`src/pkg/sfwd_defines.svh`:
```
`ifndef SFWD_DEFINES_SVH
`define SFWD_DEFINES_SVH
`define LINE_BYTES 64
`define LINE_OFS_W 6
`define INT_FWD_CYCLES 1
`define FP_FWD_CYCLES 4
`define WAIT_W 3
`endif

```
`src/pkg/sfwd_pkg.sv`:
```
package sfwd_pkg;
  typedef enum logic [2:0] {
    LD_IDLE = 3'h1,
    LD_WAIT = 3'h2,
    LD_FWD  = 3'h4
  } ld_state_t;
endpackage

```
`src/logic/store_entry_mem.sv`:
```
`timescale 1ns/1ns
// ****************************************
// Store data array, registered read port
// ****************************************
module store_entry_mem #(
  parameter int DEPTH = 8,
  parameter int DW = 64,
  parameter int IW = 3
) (
  input wire logic clock,
  input wire logic resetn,
  input wire logic ce,
  input wire logic we,
  input wire logic [IW-1:0] waddr,
  input wire logic [DW-1:0] wdata,
  input wire logic [IW-1:0] raddr,
  output logic [DW-1:0] rdata
);
  logic [DW-1:0] mem_q [DEPTH];
  logic [DW-1:0] rdata_q;

  assign rdata = rdata_q;

  always_ff @(posedge clock) begin
    if (ce && we) begin
      mem_q[waddr] <= wdata;
    end
  end

  always_ff @(posedge clock or negedge resetn) begin
    if (!resetn) begin
      rdata_q <= '0;
    end else if (ce) begin
      // Write-first, so an entry whose data lands this edge is never read stale
      rdata_q <= (we && (waddr == raddr)) ? wdata : mem_q[raddr];
    end
  end
endmodule

```
`src/logic/store_load_forwarding.sv`:
```
`timescale 1ns/1ns
`include "sfwd_defines.svh"
module store_load_forwarding
  import sfwd_pkg::*;
#(
  parameter int DEPTH = 8,
  parameter int IW = 3,
  parameter int AW = 32,
  parameter int DW = 64,
  parameter int SW = 4
) (
  input wire logic clock,
  input wire logic resetn,
  input wire logic ce,
  input wire logic st_alloc_valid,
  input wire logic [AW-1:0] st_alloc_addr,
  input wire logic [SW-1:0] st_alloc_size,
  output logic st_alloc_ready,
  output logic [IW-1:0] st_alloc_idx,
  input wire logic st_data_valid,
  input wire logic [IW-1:0] st_data_idx,
  input wire logic [DW-1:0] st_data,
  input wire logic st_data_fp,
  input wire logic st_retire,
  input wire logic ld_valid,
  input wire logic [AW-1:0] ld_addr,
  input wire logic [SW-1:0] ld_size,
  output logic ld_ready,
  output logic ld_done,
  output logic [DW-1:0] ld_fwd_data,
  output logic ld_blocked,
  output logic ld_split,
  output logic cache_st_valid,
  output logic [AW-1:0] cache_st_addr,
  output logic [SW-1:0] cache_st_size,
  output logic [DW-1:0] cache_st_data,
  output logic cache_st_split,
  input wire logic cache_st_ready,
  output logic cache_ld_valid,
  output logic [AW-1:0] cache_ld_addr,
  output logic [SW-1:0] cache_ld_size,
  output logic cache_ld_split,
  input wire logic cache_ld_ready
);
  // ****************************************
  // Helpers
  // ****************************************
  function automatic logic crosses_line(input logic [AW-1:0] a, input logic [SW-1:0] s);
    logic [`LINE_OFS_W:0] e;
    e = {1'b0, a[`LINE_OFS_W-1:0]} + (`LINE_OFS_W+1)'(s) - (`LINE_OFS_W+1)'(1);
    crosses_line = (s != '0) && e[`LINE_OFS_W];
  endfunction

  function automatic logic overlaps(input logic [AW-1:0] a0, input logic [SW-1:0] s0,
                                    input logic [AW-1:0] a1, input logic [SW-1:0] s1);
    overlaps = (a0 < a1 + AW'(s1)) && (a1 < a0 + AW'(s0));
  endfunction

  // ****************************************
  // Store buffer state
  // ****************************************
  logic [DEPTH-1:0] valid_q, valid_d, dat_q, dat_d, ret_q, ret_d, fp_q, fp_d;
  logic [AW-1:0] addr_q [DEPTH];
  logic [AW-1:0] addr_d [DEPTH];
  logic [SW-1:0] size_q [DEPTH];
  logic [SW-1:0] size_d [DEPTH];
  logic [IW-1:0] head_q, head_d, tail_q, tail_d, rptr_q, rptr_d;
  logic [IW:0] count_q, count_d;
  logic [DW-1:0] mem_rdata;
  logic [IW-1:0] mem_raddr;
  logic drain_go;
  logic hold_head;

  assign st_alloc_ready = (count_q != (IW+1)'(DEPTH));
  assign st_alloc_idx = tail_q;
  // Oldest entry drains only once retired and its data is present
  assign drain_go = valid_q[head_q] && ret_q[head_q] && dat_q[head_q] && cache_st_ready;

  // ****************************************
  // Load pipeline state
  // ****************************************
  ld_state_t state_q, state_d;
  logic [IW-1:0] cand_q, cand_d;
  logic [`WAIT_W-1:0] wait_q, wait_d;
  logic [DW-1:0] fdata_q, fdata_d;
  logic done_q, done_d;

  // Youngest older overlapping store, scanning from the oldest so later hits win
  logic hit;
  logic [IW-1:0] hit_idx;
  always_comb begin
    logic [IW-1:0] k;
    hit = 1'b0;
    hit_idx = '0;
    k = '0;
    for (int i = 0; i < DEPTH; i++) begin
      k = IW'(head_q + IW'(i));
      if (valid_q[k] && overlaps(addr_q[k], size_q[k], ld_addr, ld_size)) begin
        hit = 1'b1;
        hit_idx = k;
      end
    end
  end

  logic can_fwd;
  assign can_fwd = hit && (addr_q[hit_idx] == ld_addr)
                   && (ld_size <= size_q[hit_idx]);

  // The read port serves the forward in LD_FWD, and a candidate entry must outlive its load
  assign hold_head = (state_q == LD_FWD) || ((state_q == LD_WAIT) && (cand_q == head_q))
                     || ((state_q == LD_IDLE) && ld_valid && can_fwd && (hit_idx == head_q));

  // Buffer hits are taken only when idle and forwardable; a blocked load is rejected and replays
  assign ld_ready = hit ? ((state_q == LD_IDLE) && can_fwd) : cache_ld_ready;
  assign ld_blocked = ld_valid && (state_q == LD_IDLE) && hit && !can_fwd;
  assign ld_split = ld_valid && crosses_line(ld_addr, ld_size);
  // Unrelated loads go straight to the cache, even while a forward waits for store data
  assign cache_ld_valid = ld_valid && !hit;
  assign cache_ld_addr = ld_addr;
  assign cache_ld_size = ld_size;
  assign cache_ld_split = crosses_line(ld_addr, ld_size);
  assign ld_done = done_q;
  assign ld_fwd_data = fdata_q;
  assign mem_raddr = (state_d == LD_FWD) ? cand_d : head_d;

  always_comb begin
    state_d = state_q;
    cand_d = cand_q;
    wait_d = wait_q;
    fdata_d = fdata_q;
    done_d = 1'b0;
    case (state_q)
      LD_IDLE: begin
        if (ld_valid && can_fwd) begin
          cand_d = hit_idx;
          state_d = LD_WAIT;
        end
      end
      LD_WAIT: begin
        if (dat_q[cand_q]) begin
          wait_d = fp_q[cand_q] ? `WAIT_W'(`FP_FWD_CYCLES) : `WAIT_W'(`INT_FWD_CYCLES);
          state_d = LD_FWD;
        end
      end
      LD_FWD: begin
        if (wait_q <= `WAIT_W'(1)) begin
          fdata_d = mem_rdata;
          done_d = 1'b1;
          state_d = LD_IDLE;
        end else begin
          wait_d = wait_q - `WAIT_W'(1);
        end
      end
      default: state_d = LD_IDLE;
    endcase
  end

  // ****************************************
  // Store buffer next state
  // ****************************************
  always_comb begin
    valid_d = valid_q;
    dat_d = dat_q;
    ret_d = ret_q;
    fp_d = fp_q;
    addr_d = addr_q;
    size_d = size_q;
    head_d = head_q;
    tail_d = tail_q;
    rptr_d = rptr_q;
    count_d = count_q;
    if (st_alloc_valid && st_alloc_ready) begin
      valid_d[tail_q] = 1'b1;
      dat_d[tail_q] = 1'b0;
      ret_d[tail_q] = 1'b0;
      addr_d[tail_q] = st_alloc_addr;
      size_d[tail_q] = st_alloc_size;
      tail_d = IW'(tail_q + IW'(1));
    end
    if (st_data_valid) begin
      dat_d[st_data_idx] = 1'b1;
      fp_d[st_data_idx] = st_data_fp;
    end
    // Retirement is in order: mark the oldest not yet retired entry
    if (st_retire) begin
      ret_d[rptr_q] = 1'b1;
      rptr_d = IW'(rptr_q + IW'(1));
    end
    // A forwarding candidate is never drained while a load still reads it
    if (drain_go && !hold_head) begin
      valid_d[head_q] = 1'b0;
      head_d = IW'(head_q + IW'(1));
    end
    count_d = count_q + (IW+1)'(st_alloc_valid && st_alloc_ready) - (IW+1)'(valid_q[head_q] && !valid_d[head_q]);
  end

  assign cache_st_valid = valid_q[head_q] && ret_q[head_q] && dat_q[head_q] && !hold_head;
  assign cache_st_addr = addr_q[head_q];
  assign cache_st_size = size_q[head_q];
  assign cache_st_split = crosses_line(addr_q[head_q], size_q[head_q]);
  assign cache_st_data = mem_rdata;

  // ****************************************
  // Registers
  // ****************************************
  always_ff @(posedge clock or negedge resetn) begin
    if (!resetn) begin
      valid_q <= '0;
      dat_q <= '0;
      ret_q <= '0;
      fp_q <= '0;
      head_q <= '0;
      tail_q <= '0;
      rptr_q <= '0;
      count_q <= '0;
      state_q <= LD_IDLE;
      cand_q <= '0;
      wait_q <= '0;
      fdata_q <= '0;
      done_q <= 1'b0;
      for (int i = 0; i < DEPTH; i++) begin
        addr_q[i] <= '0;
        size_q[i] <= '0;
      end
    end else if (ce) begin
      valid_q <= valid_d;
      dat_q <= dat_d;
      ret_q <= ret_d;
      fp_q <= fp_d;
      head_q <= head_d;
      tail_q <= tail_d;
      rptr_q <= rptr_d;
      count_q <= count_d;
      state_q <= state_d;
      cand_q <= cand_d;
      wait_q <= wait_d;
      fdata_q <= fdata_d;
      done_q <= done_d;
      addr_q <= addr_d;
      size_q <= size_d;
    end
  end

  store_entry_mem #(.DEPTH(DEPTH), .DW(DW), .IW(IW)) u_mem (
    .clock(clock),
    .resetn(resetn),
    .ce(ce),
    .we(st_data_valid),
    .waddr(st_data_idx),
    .wdata(st_data),
    .raddr(mem_raddr),
    .rdata(mem_rdata)
  );
endmodule

```
`config.mk`:
```
export PLATFORM = sky130hd
export DESIGN_NAME = store_load_forwarding
export DESIGN_NICKNAME = d
export VERILOG_FILES = /design/src/pkg/sfwd_pkg.sv /design/src/logic/store_entry_mem.sv /design/src/logic/store_load_forwarding.sv
export VERILOG_INCLUDE_DIRS = /design/src /design/src/pkg
export SDC_FILE = /design/constraint.sdc
export NUM_CORES = 2
export LEC_CHECK = 0
export ABC_AREA = 1
export BUFFER_PORTS_ARGS = -buffer_cell sky130_fd_sc_hd__buf_2
export CORE_ASPECT_RATIO = 0.5
export CORE_MARGIN = 3
export CORE_UTILIZATION = 35
export DETAILED_ROUTE_END_ITERATION = 12
export HOLD_SLACK_MARGIN = 0.05
export PLACE_DENSITY_LB_ADDON = 0.25
export SLEW_MARGIN = 20
export SYNTH_ARGS = -nofsm -noshare
export SYNTH_HDL_FRONTEND = slang
export SYNTH_SLANG_ARGS = --single-unit
```
`constraint.sdc`:
```
create_clock -name clock -period 43.5 [get_ports clock]
set_clock_uncertainty 0.2 [all_clocks]
set_input_delay 0 -clock clock [delete_from_list [all_inputs] [get_ports clock]]
set_output_delay 0 -clock clock [all_outputs]
set_load 0.02 [all_outputs]
```
==> flow_summary.yaml <==
routing:
  vias: 67800
  vias_per_cell: 5.33
  drtIter0Drc: 7110
  ant_nets: 0
  drc: 0
  firstDrtPassIters: 8
  wl_per_cell_um: 21.9
  wirelength_um: 278000
synth:
  synth_area_leaders: "edfxtp_1 (21%), dfrtp_1 (16%), nand2_1 (13%), ha_1 (9.9%), o21ai_0 (7.5%)"
  synthArstFlopShare_pct: 47.9
  ys_seq_elements: 983
  avgSynthCellArea_um2: 7.56
  synth_top_area_share_pct: 21.3
  syn_inst: 9552
  ys_warn_count: 0
  synthFlopType: "edfxtp_1"
  yosysUniqueCellTypes: 58
  synthesis.nets: 10300
  syn_area_mm2: 0.0722
  synth_edf_count: 512
  synth_seq_area_share_pct: 37.6
  yosysTopAreaCell: "edfxtp_1"
global_route:
  grt_antenna_before_repair: 13
  grt_pass1_wl_um: 412000
  grt.busiest_layer: "met2"
  met1_usage_pct: 36.2
  use_met2_pct: 40.0
  met3_usage_pct: 4.62
  grt_pass1_vias: 63100
  grt_overflow: 0
  grt_max_degree: 216
  grt_usage_pct: 25.7
layout:
  synthToLayoutAreaGrowth_pct: 14.4
  drive_above_1_share_pct: 8.65
  num-nets-final: 10600
  fin_area_mm2: 0.0826
  layout_commonest_cell: "nand2_1"
  final_cell_mix: "nand2_1 (2482), inv_1 (1215), o21ai_0 (1082)"
worst_setup_path:
  crit_cells: 61
  required_ns: 43.95
  ff2ff_path_depth: 61
  critPathMaxFanout: 65
  slowest_stage: "dlygate4sd3_1"
  critPathMaxStageDelay_ns: 1.27
  crit_family: "simple AND/OR/NAND/NOR gates"
  setup.worst_path.end: "u_mem.rdata[41]$_DFFE_PN0P_"
  critPathCaptureType: "flop"
  reg2reg_from: "head_q[1]$_DFFE_PN0P_"
  cp.buffers_inverters: 12
  rrSetupSlack_ns: 26.33
  worstPathArrival_ns: 17.62
  cp-startpoint: "head_q[1]$_DFFE_PN0P_"
  cp-start-kind: "flop"
  reg2reg_to: "u_mem.rdata[41]$_DFFE_PN0P_"
  critPathKind: "flop to flop"
  critPathMostFrequentCell: "nand2_1"
sta:
  fmax_ghz: 0.0583
  relSlewSlack_pct: 13.7
  hold_viol: 0
  finalSetupViolCount: 0
  hold_slack_ns: 0.0582
  period_share_pct: 39.5
  report.final.slew_viol_count: 0
  finalSetupTns_ns: 0
  tightest_slew_ns: 1.28
  rsz0062_at_grt: "false"
  period_needed_ns: 17.17
  worst_slack_ns: 26.33
job:
  drv_cap: 0
clock_network:
  htree_levels: 3
  clkSlewWorstSetupHoldPaths_ns: 0.06
  clock-sinks: 983
  cts_resized: 0
  clk_latency_ns: 0.75
  cts_made_buffers: 102
  cts_tree: "done"
  clockBufferDepth: 3
  clockRootBuffer: "clkbuf_16"
placed_design:
  dpl-instance-area_mm2: 0.0764
  gp_congestion: 0.986
  dp_hpwl_um: 191000
  detailedPlace.worstSlack_ns: 26.83
  port_buffers: 360
floorplanning:
  fp-row-count: 117
  die-height_um: 327
  ios: 361
  start_util_pct: 35.4
  die_x_um: 649
  dieArea_mm2: 0.212
  coreArea_mm2: 0.204
outcome:
  status: "complete, no violations"
min_path:
  hp-class: "primary input to output pin"
  min_from: "ld_size[0]"
flip-flops by register name, indices dropped and copies added (netlist names), 32 cells and up:
name         flops
addr_q         256
u_mem.rdata     64
ld_fwd_data     64
u_mem.mem_q    512
size_q          32
what timing repair did:
| item | in CTS | in global routing |
|---|---|---|
| hold endpoints to repair | 1360 | 0 |
| hold buffers | 252 | 0 |
| setup buffers | 0 | 0 |
cell usage after synthesis (8+ instances only):
| cell type | n |
|---|---|
| a211oi_1 | 24 |
| a21oi_1 | 327 |
| a31oi_1 | 11 |
| buf_1 | 49 |
| buf_2 | 94 |
| buf_4 | 64 |
| buf_6 | 10 |
| clkbuf_1 | 279 |
| dfrtp_1 | 470 |
| edfxtp_1 | 512 |
| fa_1 | 10 |
| ha_1 | 569 |
| inv_1 | 1217 |
| inv_2 | 10 |
| mux2_2 | 64 |
| mux2i_1 | 154 |
| nand2_1 | 2492 |
| nand2_2 | 8 |
| nand3_1 | 992 |
| nand3b_1 | 73 |
| nand4_1 | 89 |
| nor2_1 | 312 |
| nor3_1 | 75 |
| nor4_1 | 26 |
| o211ai_1 | 31 |
| o21a_1 | 24 |
| o21ai_0 | 1086 |
| o21ai_1 | 45 |
| o21bai_1 | 9 |
| o22ai_1 | 14 |
| o31ai_1 | 8 |
| or2_2 | 86 |
| xnor2_1 | 46 |
| xor2_1 | 197 |
kinds of logic (layout without fill, tap and decap cells):
logic type	after synthesis	count (layout)	synth area share, %
compound gates	1620	1620	11.8
xor+xnor	243	243	2.95
fa+ha+maj	579	579	10.1
buf+inv	1729	2157	9.58
flops	983	983	37.6
mux	218	218	3.13
other cells	0	8	0
simple gates	4180	4180	24.8
worst min path at each step:
| stage | to | slack, ns | cells past startpoint |
|---|---|---|---|
| 3_3_place_gp | ld_fwd_data[23]$_DFFE_PN0P_ | -0.08 | 1 |
| 2_1_floorplan | addr_q[0]$_DFFE_PN0P_ | -0.50 | 0 |
| 3_5_place_dp | ld_fwd_data[23]$_DFFE_PN0P_ | -0.07 | 1 |
| 4_1_cts | cache_ld_size[0] | 0.06 | 2 |
| 6_report | cache_ld_size[0] | 0.06 | 2 |
| 5_1_grt | cache_ld_size[0] | 0.08 | 2 |
worst register-to-register path, delay by kind of cell, from the launching register on:
family                   cells  cell delay (ns)
AND/OR/NAND/NOR             33             7.05
adder cells (fa/ha/maj)      4             1.37
XOR/XNOR                     1             0.18
buffers and inverters       12             5.05
flip-flops                   1             0.49
AO/OA/AOI/OAI               11             2.76
through the flow:
stage | std cells | utilization, %
6_report | 12700 | 40.4
5_1_grt | 12700 | 40.4
4_1_cts | 12700 | 40.4
3_5_place_dp | 12300 | 37.4
3_3_place_gp | 12300 | 37.4
2_1_floorplan | 9552 | -
per-layer routing:
metal	wire, um	part of all wire [%]
met5	45	0.016
met4	8830	3.2
met3	24200	8.7
met2	122000	44
met1	123000	44
area by class of cell:
| cell class | count | area, um^2 |
|---|---|---|
| fillers | 21100 | 122000 |
| flip-flops and latches | 983 | 27200 |
| clock buffers | 136 | 2850 |
| repair buffers | 731 | 5320 |
| diodes | 8 | 20.0 |
| clock inverters | 57 | 714 |
| inverters | 1233 | 4640 |
| well taps | 2737 | 3420 |
| multi-input cells | 6840 | 38500 |
Power is left out: the tool's default activity adds up to more than one toggle a clock period on the data nets, which glitch-free logic cannot reach.
